## config.mk

```make
export PLATFORM = sky130hd
export DESIGN_NAME = pps_top
export DESIGN_NICKNAME = d
export VERILOG_FILES = /design/src/core/pps_top.v
export VERILOG_INCLUDE_DIRS = /design/src /design/src/inc
export SDC_FILE = /design/constraint.sdc
export NUM_CORES = 1
export LEC_CHECK = 0
export ABC_AREA = 1
export BUFFER_PORTS_ARGS = -buffer_cell sky130_fd_sc_hd__buf_2
export CAP_MARGIN = 40
export CORE_UTILIZATION = 30
export DETAILED_ROUTE_END_ITERATION = 8
export SYNTH_ARGS = -nofsm -noshare
export SYNTH_HDL_FRONTEND = slang
export SYNTH_SLANG_ARGS = --single-unit
```

## constraint.sdc

```tcl
create_clock -name sys_clk_i -period 13.9 [get_ports sys_clk_i]
set_clock_uncertainty 0.2 [all_clocks]
set_input_delay 1.39 -clock sys_clk_i [delete_from_list [all_inputs] [get_ports sys_clk_i]]
set_output_delay 1.39 -clock sys_clk_i [all_outputs]
set_load 0.05 [all_outputs]
```

## src/inc/pps_regs.vh

```
// Timing and threshold constants for the PWM protection sequencer
`ifndef PPS_REGS_VH
`define PPS_REGS_VH

// ****************************************
// Clock and switching timing
// ****************************************
`define PPS_CLK_NS 8
`define PPS_MINF_PER_NS 33333
`define PPS_MINF_CYC (`PPS_MINF_PER_NS / `PPS_CLK_NS)
`define PPS_MAXDUTY_PCT 70
`define PPS_FSTEP 13'h0010
`define PPS_LEB_NS 250
`define PPS_LEB_CYC ((`PPS_LEB_NS + `PPS_CLK_NS - 1) / `PPS_CLK_NS)
`define PPS_FBBLK_NS 300
`define PPS_FBBLK_CYC ((`PPS_FBBLK_NS + `PPS_CLK_NS - 1) / `PPS_CLK_NS)
`define PPS_DT_STEP 6'h08

// ****************************************
// Protection timing
// ****************************************
`define PPS_OS_NS 50000
`define PPS_OS_CYC (`PPS_OS_NS / `PPS_CLK_NS)
`define PPS_OL_NS 4800000
`define PPS_OL_CYC (`PPS_OL_NS / `PPS_CLK_NS)
`define PPS_HIC_MS 340
`define PPS_HIC_CYC (`PPS_HIC_MS * 1000000 / `PPS_CLK_NS)
`define PPS_SS_STEP 16000

`endif

```

## src/core/pps_top.v

```verilog
// Switching-cycle control and protection sequencer of the converter
`timescale 1ns/1ps
`default_nettype none
`include "pps_regs.vh"

module pps_top #(
  parameter PERIOD_CYC = 500,
  parameter OS_CYC = `PPS_OS_CYC,
  parameter OL_CYC = `PPS_OL_CYC,
  parameter HIC_CYC = `PPS_HIC_CYC,
  parameter SS_STEP_CYC = `PPS_SS_STEP,
  parameter FBW = 8,
  parameter SSW = 8
) (
  // Clock and reset
  input wire sys_clk_i,
  input wire rst_n_i,
  // Supervisory inputs
  input wire enable_i,
  input wire undervoltage_lockout_i,
  input wire ctrl_hot_i,
  input wire pd_hot_i,
  // Mode configuration
  input wire psr_mode_i,
  input wire [1:0] dead_sel_i,
  // Comparator inputs and feedback code
  input wire cs_over_comp_i,
  input wire cs_over_limit_i,
  input wire cs_over_short_i,
  input wire cs_below_floor_i,
  input wire comp_at_psm_i,
  input wire comp_at_switch_i,
  input wire fb_over_ovp_i,
  input wire [FBW-1:0] fb_code_i,
  // Drives
  output reg gate_o,
  output reg sync_rect_o,
  // Feedback path and soft-start
  output reg fb_sample_o,
  output reg [FBW-1:0] fb_held_o,
  output reg ea_en_o,
  output reg comp_pullup_o,
  output reg [SSW-1:0] ss_level_o,
  output reg ss_clamp_o,
  output reg ss_done_o,
  // Status
  output reg hiccup_o,
  output reg pd_off_o
);

  // ****************************************
  // Constants and state codes
  // ****************************************
  localparam [2:0] ST_IDLE = 3'b001;
  localparam [2:0] ST_RUN = 3'b010;
  localparam [2:0] ST_HIC = 3'b100;
  // Integer forms first, then cut to counter width on purpose
  localparam integer PER_MAX_I = `PPS_MINF_CYC;
  localparam integer MAX_ON_I = PERIOD_CYC * `PPS_MAXDUTY_PCT / 100;
  localparam integer LEB_I = `PPS_LEB_CYC;
  localparam integer FBBLK_I = `PPS_FBBLK_CYC;
  localparam integer OL_LAST_I = OL_CYC - 1;
  localparam integer HIC_LAST_I = HIC_CYC - 1;
  localparam integer SS_LAST_I = SS_STEP_CYC - 1;
  localparam [12:0] PER_NOM = PERIOD_CYC[12:0];
  localparam [12:0] PER_MAX = PER_MAX_I[12:0];
  localparam [12:0] MAX_ON = MAX_ON_I[12:0];
  localparam [12:0] LEB_CYC = LEB_I[12:0];
  localparam [12:0] FBBLK_CYC = FBBLK_I[12:0];
  localparam [12:0] OS_LOAD = OS_CYC[12:0];
  localparam [19:0] OL_LAST = OL_LAST_I[19:0];
  localparam [25:0] HIC_LAST = HIC_LAST_I[25:0];
  localparam [15:0] SS_LAST = SS_LAST_I[15:0];
  localparam [SSW-1:0] SS_FULL = {SSW{1'b1}};

  // ****************************************
  // Reset release
  // ****************************************
  reg rst_m_r;
  reg rst_s_r;
  wire rst_n;

  // Two-stage release so downstream logic leaves reset on a clean edge
  always @(posedge sys_clk_i or negedge rst_n_i)
  begin
    if (!rst_n_i)
    begin
      rst_m_r <= 1'b0;
      rst_s_r <= 1'b0;
    end
    else
    begin
      rst_m_r <= 1'b1;
      rst_s_r <= rst_m_r;
    end
  end
  assign rst_n = rst_s_r;

  // ****************************************
  // Declarations and decode
  // ****************************************
  reg [2:0] state_r;
  reg psr_r;
  reg [1:0] dt_r;
  reg [12:0] cyc_cnt_r;
  reg [12:0] period_r;
  reg [12:0] on_cnt_r;
  reg [12:0] off_cnt_r;
  reg [12:0] os_cnt_r;
  reg [19:0] ol_cnt_r;
  reg [25:0] hic_cnt_r;
  reg [15:0] ss_div_r;
  reg [5:0] dt_cnt_r;
  reg gate_req_r;
  reg low_pk_r;

  wire run = (state_r == ST_RUN);
  // Interface overheat stops everything, controller overheat only us
  wire stop = !enable_i | undervoltage_lockout_i | ctrl_hot_i | pd_hot_i;
  wire cyc_start = run & (cyc_cnt_r == period_r - 13'h0001);
  wire sense_ok = gate_o & (on_cnt_r >= LEB_CYC);
  // Floor holds the pulse only in primary-side mode
  wire floor_hold = psr_r & cs_below_floor_i;
  wire comp_end = sense_ok & cs_over_comp_i & !floor_hold;
  wire lim_end = sense_ok & cs_over_limit_i;
  // Request drops one edge before the gate, so end two counts early
  wire duty_end = gate_o & (on_cnt_r >= MAX_ON - 13'h0002);
  wire short_trip = sense_ok & cs_over_short_i;
  wire fb_tick = run & !gate_o & (off_cnt_r == FBBLK_CYC);
  wire ovp_trip = fb_tick & fb_over_ovp_i;
  wire ol_trip = (ol_cnt_r == OL_LAST);
  wire trip = run & (short_trip | ovp_trip | ol_trip);
  wire [5:0] dt_lim = ({4'h0, dt_r} + 6'h01) * `PPS_DT_STEP;

  // ****************************************
  // Sequencer state
  // ****************************************
  // Hiccup restart simply re-enters run; a lingering fault trips again
  always @(posedge sys_clk_i or negedge rst_n)
  begin
    if (!rst_n)
    begin
      state_r <= ST_IDLE;
      psr_r <= 1'b0;
      dt_r <= 2'h0;
      hic_cnt_r <= 26'h0;
    end
    else
    begin
      case (state_r)
        ST_IDLE:
        begin
          psr_r <= psr_mode_i;
          dt_r <= dead_sel_i;
          if (!stop)
            state_r <= ST_RUN;
        end
        ST_RUN:
        begin
          hic_cnt_r <= 26'h0;
          if (stop)
            state_r <= ST_IDLE;
          else if (trip)
            state_r <= ST_HIC;
        end
        ST_HIC:
        begin
          hic_cnt_r <= hic_cnt_r + 26'h1;
          if (stop)
            state_r <= ST_IDLE;
          else if (hic_cnt_r == HIC_LAST)
            state_r <= ST_RUN;
        end
        default:
          state_r <= ST_IDLE;
      endcase
    end
  end

  // ****************************************
  // Oscillator and frequency foldback
  // ****************************************
  // In primary-side mode the period stretches while peaks sit at the floor, clamped at the minimum
  always @(posedge sys_clk_i or negedge rst_n)
  begin
    if (!rst_n)
    begin
      cyc_cnt_r <= 13'h0;
      period_r <= PER_NOM;
    end
    else if (!run)
    begin
      cyc_cnt_r <= 13'h0;
      period_r <= PER_NOM;
    end
    else if (cyc_start)
    begin
      cyc_cnt_r <= 13'h0;
      if (!psr_r)
        period_r <= PER_NOM;
      else if (low_pk_r)
        period_r <= (period_r + `PPS_FSTEP > PER_MAX) ? PER_MAX : period_r + `PPS_FSTEP;
      else
        period_r <= (period_r < PER_NOM + `PPS_FSTEP) ? PER_NOM : period_r - `PPS_FSTEP;
    end
    else
      cyc_cnt_r <= cyc_cnt_r + 13'h0001;
  end

  // ****************************************
  // Pulse request and on/off timers
  // ****************************************
  // Request only rises at cycle start, so a limit end lasts the cycle
  always @(posedge sys_clk_i or negedge rst_n)
  begin
    if (!rst_n)
    begin
      gate_req_r <= 1'b0;
      low_pk_r <= 1'b0;
      on_cnt_r <= 13'h0;
      off_cnt_r <= 13'h0;
    end
    else
    begin
      if (!run)
        gate_req_r <= 1'b0;
      else if (cyc_start)
        gate_req_r <= psr_r | !comp_at_psm_i;
      else if (comp_end | lim_end | duty_end)
        gate_req_r <= 1'b0;
      if (gate_req_r & (comp_end | lim_end | duty_end))
        low_pk_r <= cs_below_floor_i;
      on_cnt_r <= gate_o ? on_cnt_r + 13'h0001 : 13'h0;
      if (gate_o)
        off_cnt_r <= 13'h0;
      else if (off_cnt_r <= FBBLK_CYC)
        off_cnt_r <= off_cnt_r + 13'h0001;
    end
  end

  // ****************************************
  // Gate and sync drive with dead time
  // ****************************************
  // Sync goes high (rectifier off) before gate rises, falls after gate drops
  always @(posedge sys_clk_i or negedge rst_n)
  begin
    if (!rst_n)
    begin
      gate_o <= 1'b0;
      sync_rect_o <= 1'b0;
      dt_cnt_r <= 6'h0;
    end
    else if (!run)
    begin
      gate_o <= 1'b0;
      sync_rect_o <= 1'b0;
      dt_cnt_r <= 6'h0;
    end
    else if (gate_req_r & !short_trip)
    begin
      sync_rect_o <= 1'b1;
      if (!gate_o)
      begin
        if (dt_cnt_r == dt_lim)
        begin
          gate_o <= 1'b1;
          dt_cnt_r <= 6'h0;
        end
        else
          dt_cnt_r <= dt_cnt_r + 6'h01;
      end
    end
    else
    begin
      gate_o <= 1'b0;
      if (!sync_rect_o)
        dt_cnt_r <= 6'h0;
      else if (dt_cnt_r == dt_lim)
      begin
        sync_rect_o <= 1'b0;
        dt_cnt_r <= 6'h0;
      end
      else
        dt_cnt_r <= dt_cnt_r + 6'h01;
    end
  end

  // ****************************************
  // Overload one-shot and window
  // ****************************************
  // Window counts only while the one-shot says overcurrent persists
  always @(posedge sys_clk_i or negedge rst_n)
  begin
    if (!rst_n)
    begin
      os_cnt_r <= 13'h0;
      ol_cnt_r <= 20'h0;
    end
    else
    begin
      if (!run)
        os_cnt_r <= 13'h0;
      else if (lim_end)
        os_cnt_r <= OS_LOAD;
      else if (os_cnt_r != 13'h0)
        os_cnt_r <= os_cnt_r - 13'h0001;
      if (!run | !ss_done_o | (os_cnt_r == 13'h0) | ol_trip)
        ol_cnt_r <= 20'h0;
      else
        ol_cnt_r <= ol_cnt_r + 20'h1;
    end
  end

  // ****************************************
  // Soft-start ramp
  // ****************************************
  // Any stop or trip discharges the ramp so each restart is soft
  always @(posedge sys_clk_i or negedge rst_n)
  begin
    if (!rst_n)
    begin
      ss_level_o <= {SSW{1'b0}};
      ss_div_r <= 16'h0;
      ss_done_o <= 1'b0;
      ss_clamp_o <= 1'b0;
    end
    else if (!run | trip)
    begin
      ss_level_o <= {SSW{1'b0}};
      ss_div_r <= 16'h0;
      ss_done_o <= 1'b0;
      ss_clamp_o <= 1'b0;
    end
    else
    begin
      ss_done_o <= psr_r ? (ss_level_o == SS_FULL) : comp_at_switch_i | (ss_level_o == SS_FULL);
      ss_clamp_o <= !psr_r & !ss_done_o;
      if (!ss_done_o & (ss_level_o != SS_FULL))
      begin
        if (ss_div_r == SS_LAST)
        begin
          ss_div_r <= 16'h0;
          ss_level_o <= ss_level_o + {{(SSW-1){1'b0}}, 1'b1};
        end
        else
          ss_div_r <= ss_div_r + 16'h1;
      end
    end
  end

  // ****************************************
  // Feedback sample, amplifier mode, status
  // ****************************************
  always @(posedge sys_clk_i or negedge rst_n)
  begin
    if (!rst_n)
    begin
      fb_sample_o <= 1'b0;
      fb_held_o <= {FBW{1'b0}};
      ea_en_o <= 1'b0;
      comp_pullup_o <= 1'b0;
      hiccup_o <= 1'b0;
      pd_off_o <= 1'b0;
    end
    else
    begin
      fb_sample_o <= fb_tick & psr_r;
      if (fb_tick & psr_r)
        fb_held_o <= fb_code_i;
      ea_en_o <= psr_r;
      comp_pullup_o <= !psr_r;
      hiccup_o <= (state_r == ST_HIC);
      pd_off_o <= pd_hot_i;
    end
  end

endmodule
`default_nettype wire

```

---- Word-level counts from Yosys, hierarchy flattened ----
Cells that the tools add are included.
operators by class
  $add $sub $neg .......................... 13
  multipliers ............................. 0
  div/mod/pow operators ................... 0
  magnitude comparators ................... 5
  equal/unequal tests ..................... 18
  shifts and indexed selects .............. 0
  muxes and demuxes ....................... 47
  bitwise logic cells ..................... 30
  reduce and logical (&&, ||, !) cells .... 16
operators by type and width
  cell                     number
  $mux W13                 14
  $pmux W26 S2             1
  $mux W16                 3
  $add A13 B1 Y13 const B  3
  $mux W6                  5
  $add A26 B1 Y26 const B  1
  $eq A26 B26 Y1 const B   1
  $sub A13 B1 Y13 const B  2
  $mux W8                  3
  $add A20 B1 Y20 const B  1
  $eq A20 B20 Y1 const B   1
  $mux W20                 1
  $and A1 B1 Y1            17
  $add A16 B1 Y16 const B  1
  $eq A16 B14 Y1 const B   1
  $mux W3                  5
  $mux W1                  14
  $add A13 B5 Y13 const B  1
  $eq A13 B13 Y1           1
  $eq A13 B6 Y1 const B    1
  $ge A13 B6 Y1 const B    1
  $ge A13 B9 Y1 const B    1
  $gt A13 B13 Y1 const B   1
  $le A13 B6 Y1 const B    1
  other kinds (23)         48
storage, ports and cells
  flip-flop bits (word level) ............. 168
  latch bits .............................. 0
  bits in writable memories ............... 0
  bits in read-only memories .............. 0
  input port bits ......................... 24
  output and inout bits ................... 25
  logic and storage cells ................. 156
  memories ................................ 0

---- Depth between registers and ports, before layout ----
  depth in word-level cells ............... 10
  mapped depth ............................ 17
  depth with buffers taken out ............ 15

---- Worst setup path before layout ----
No wires, ideal clock.
  kind .................................... input-to-reg
  start ................................... input undervoltage_lockout_i
  end ..................................... register state_r[1]
  setup time .............................. 123 ps
  arrival ................................. 2201 ps
  required time ........................... 13577 ps
  setup slack ............................. 11375 ps
  cell stages on the path ................. 6
  buffers on the path ..................... 0
  cells stage by stage .................... nor4_1 -> inv_1 -> nor2_1 -> nand2_1 -> o21ai_0 -> a21oi_1
between the ends
  cells in the longest elaborated chain, start to end .. 5
  elaborated cells between the ends (all ways) .. 10
  classes of those cells .................. eq/ne: 3; mux: 3; bitwise: 3; reduce/logical: 1
RTL lines
  element                                                                   line           text
  start, declared                                                           pps_top.v:20   input wire undervoltage_lockout_i,
  $or A1 B1 Y1 (*) (3 in series)                                            pps_top.v:119  wire stop = !enable_i | undervoltage_lockout_i | ctrl_hot_i | pd_hot_i;
  $ne A3 B3 Y1 (no source line) (tied with other cells)                     n/a
  $reduce_and A3 Y1 (no source line) / $pmux W3 S3 (equally long branches)  n/a
  end signal, assigned                                                      pps_top.v:143  state_r <= ST_IDLE;
  end signal, assigned                                                      pps_top.v:156  state_r <= ST_RUN;
  end signal, assigned                                                      pps_top.v:162  state_r <= ST_IDLE;
  end, declared                                                             pps_top.v:102  reg [2:0] state_r;
Every way passes the cells marked *; elsewhere a longest branch is shown, timed or not.
A chain may end at the register's enable or synchronous reset.

---- Worst setup path in the final report ----
  start ................................... register state_r[0]
  end ..................................... register ss_div_r[8]
between the ends
  cells in the longest elaborated chain, start to end .. 9
  elaborated cells between the ends (all ways) .. 11
  classes of those cells .................. eq/ne: 1; mux: 1; bitwise: 7; reduce/logical: 2
RTL lines
  element                                                line           text
  $eq A3 B2 Y1 (*)                                       pps_top.v:117  wire run = (state_r == ST_RUN);
  $and A1 B1 Y1 (2 in series)                            pps_top.v:129  wire fb_tick = run & !gate_o & (off_cnt_r == FBBLK_CYC);
  $and A1 B1 Y1                                          pps_top.v:130  wire ovp_trip = fb_tick & fb_over_ovp_i;
  $or A1 B1 Y1 (2 in series)                             pps_top.v:132  wire trip = run & (short_trip | ovp_trip | ol_trip);
  $and A1 B1 Y1                                          pps_top.v:132
  $or A1 B1 Y1 (*)                                       pps_top.v:327  else if (!run | trip)
  $mux W16 / $reduce_bool A2 Y1 (equally long branches)  n/a
  end signal, assigned                                   pps_top.v:346  ss_div_r <= ss_div_r + 16'h1;
  end, declared                                          pps_top.v:112  reg [15:0] ss_div_r;
Marked as above.

==> impl_metrics.csv <==
group,metric,value,unit
outcome,status,"finished clean",
cts,clockBufferDepth,2,
final_layout,insertedDiodeCount,0,
synth,ys_seq_elements,166,
critical_path,cp_slowest_cell,"nand3_1",
floorplanning,start_util,30.5,%
synth,async_flop_share,100,%
placement,portBuffers,48,
sta,post-route-period-util,21.4,%
cts,clk_pin_slew,0.06,ns
critical_path,crit_arrival,3.14,ns
placement,dp_hpwl,15300,um
cts,cts_hold_buf,0,
final_layout,final_cell_area,10600,sq um
synth,synth.cell_area,9370,sq um
sta,rsz0062_at_grt,"no",
floorplanning,die_h,179,um
critical_path,path_delay_family,"simple AND/OR/NAND/NOR gates",
synth,yosys_warnings,0,
global_routing,grtUsageTotal,14.3,%
drt,wl,21500,um
critical_path,crit_type,"reg2reg",
hold_path,hold_depth,0,
cts,post_cts_resized,0,
critical_path,slowest_delay,0.59,ns
cts,cts_tree,"done",
sta,setup_violations,0,
drt,drc,0,
floorplanning,die_area,31900,sq um
floorplanning,core_area,30700,sq um
sta,tightest_slew,0.909,ns
placement,place_area,10000,sq um
synth,syn_inst,1249,
synth,ys_types,46,
critical_path,path_buf_inv,3,
cts,cts_root_buf,"clkbuf_16",
sta,hold_viol,0,
placement,gp_congestion,0.851,
cts,clock_latency,0.44,ns
final_layout,fin_cells,1703,
global_routing,grt_pass1_vias,7629,
drt,dr.pass1.iters,5,
hold_path,worstHoldStart,"rst_m_r",
global_routing,grt_pass1_wl,36700,um
pwr,ir_drop,0.0775,mV
critical_path,reg2reg_depth,11,
synth,ys.flop_type,"dfrtp_1",
cts,cts_sinks,166,
floorplanning,pin_count,49,
cts,cts_made_buffers,17,
floorplanning,die_w,179,um
cts,cts_setup_buffers,0,
placement,dp.cells,1672,
drt,ant_nets,0,
global_routing,grt.overflow.total,0,
critical_path,end_kind,"flip-flop",
sta,max_freq,336,MHz
synth,ys_seq_area_share,44.4,%
pwr,power_density,102,nW/um^2
synth,synth_edf_count,0,
drt,vias,8131,
critical_path,crit_start,"state_r[0]",
critical_path,r2r-start,"state_r[0]",
sta,tns,0,ns
final_layout,fin_nets,1338,
pwr,fin_total_pwr,1.08,mW
pwr,p_leak,4.97,nW
critical_path,cp.depth,11,
drt,post_drt_wl_per_cell,12.6,um
final_layout,drive_above_1_share,8.80,%
drt,drt_iter0_markers,558,
floorplanning,num_rows,64,
synth,syn-num-nets,1292,
critical_path,path_common_cell,"nand2_1",
critical_path,required,14.07,ns
synth,avgSynthCellArea,7.50,sq um
global_routing,antenna_found_initial,1,
flow_run,cap_violations,0,
sta,period_needed,2.97,ns
hold_path,worstHoldPathType,"reg2reg",
final_layout,syn_to_final_growth,13.1,%
critical_path,path_cells,"inv_1 > nand3_1 > nor2_1 > nand4_1 > nand3_1 > nor2_2 > buf_4 > nand2_1 > inv_1 > nand2_1 > nand2_1",
sta,slew_headroom,38.8,%
sta,fin_hold_ws,0.152,ns
drt,avgViaCountPerCell,4.77,
sta,report.final.slew_viol_count,0,
critical_path,crit_path_start_kind,"flip-flop",
cts,cts_max_level,4,
global_routing,grt_max_degree,59,
critical_path,path_max_fanout,33,
## path summary, 6_finish.rpt
path,slack (ns),end
worst min register to register,0.15,rst_n
worst min-delay path,0.15,rst_n
max in group asynchronous,11.42,fb_held_o[5]
min in group asynchronous,0.17,ss_div_r[1]
worst max register to register,10.93,ss_div_r[8]
worst max-delay path,10.93,ss_div_r[8]
## cells by family (layout without fill, tap and decap cells)
group	Yosys count	in the layout	synth area share (%)
XOR/XNOR	49	49	4.58
buffers and inverters	191	249	8.03
flip-flops	166	166	44.4
multiplexers	4	4	0.427
AND/OR/NAND/NOR	671	671	31.3
adder cells (fa/ha/maj)	19	19	2.54
other	1	1	0.0400
AO/OA/AOI/OAI	148	148	8.68
## Yosys cell counts (5+ instances only)
| library cell | count | area, sq um |
|---|---|---|
| dfstp_2 | 7 | 184 |
| xor2_1 | 35 | 307 |
| dfrtp_1 | 159 | 3980 |
| xnor2_1 | 14 | 123 |
| a21oi_1 | 46 | 230 |
| nor2_2 | 8 | 50.1 |
| inv_2 | 5 | 18.8 |
| nor4_1 | 6 | 37.5 |
| ha_1 | 19 | 238 |
| o21ai_0 | 65 | 325 |
| nor3_1 | 39 | 195 |
| clkbuf_1 | 12 | 45.0 |
| nand4_1 | 52 | 325 |
| o21ai_1 | 7 | 35.0 |
| o211ai_1 | 10 | 75.1 |
| inv_1 | 155 | 582 |
| nor2_1 | 155 | 582 |
| nand2_1 | 290 | 1090 |
| buf_2 | 10 | 50.1 |
| nand3_1 | 107 | 536 |
## layout by cell type (no fill, tap or decap), drive strengths merged, types with 5 or more instances in the layout
cell	count
a21oi	46
buf	55
clkbuf	19
clkinv	5
dfrtp	159
dfstp	7
ha	19
inv	166
nand2	292
nand3	107
nand4	52
nor2	164
nor3	41
nor4	7
o211ai	10
o21ai	72
xnor2	14
xor2	35
## area by class of cell
class / instances / area, sq um
Fill cell: 3209 / 20100
Clock buffer: 19 / 443
Sequential cell: 166 / 4170
Inverter: 163 / 612
Clock inverter: 12 / 121
Timing Repair Buffer: 55 / 300
Tap cell: 396 / 495
Multi-Input combinational cell: 892 / 4450
## state kept, by name, summed over array words and instances (netlist names), 3 cells and up
signal      count
on_cnt_r       13
hic_cnt_r      26
cyc_cnt_r      13
state_r         3
fb_held_o       8
off_cnt_r      13
os_cnt_r       13
period_r       11
ss_level_o      8
ol_cnt_r       20
ss_div_r       16
dt_cnt_r        6
## power by group
| part | internal (mW) | switching [mW] |
|---|---|---|
| clock network | 0.254 | 0.211 |
| registers | 0.503 | 0.0207 |
| logic | 0.0280 | 0.0641 |
| total | 0.786 | 0.296 |
## routing by layer
metal / share of wire [%] / track usage (%)
met1: 50 / 19.7
met2: 45 / 22.6
met3: 4.3 / 3.12
met4: 1.2 / 4.20
met5: 0.037 / 0
## stage by stage
step / utilization, % / setup WS (ns)
finish: 34.5 / 10.93
global route: 34.5 / 10.58
CTS: 34.5 / 10.86
detailed placement: 32.7 / 10.76
global placement: 32.6 / 10.77
floorplan: - / 8.74
## worst reg2reg max path, delay by kind of cell, from the launching register on
kind / cells / cell delay (ns)
buf+inv: 3 / 0.68
simple gates: 8 / 1.50
flops: 1 / 0.52
Power figures use the tool's default switching activity.
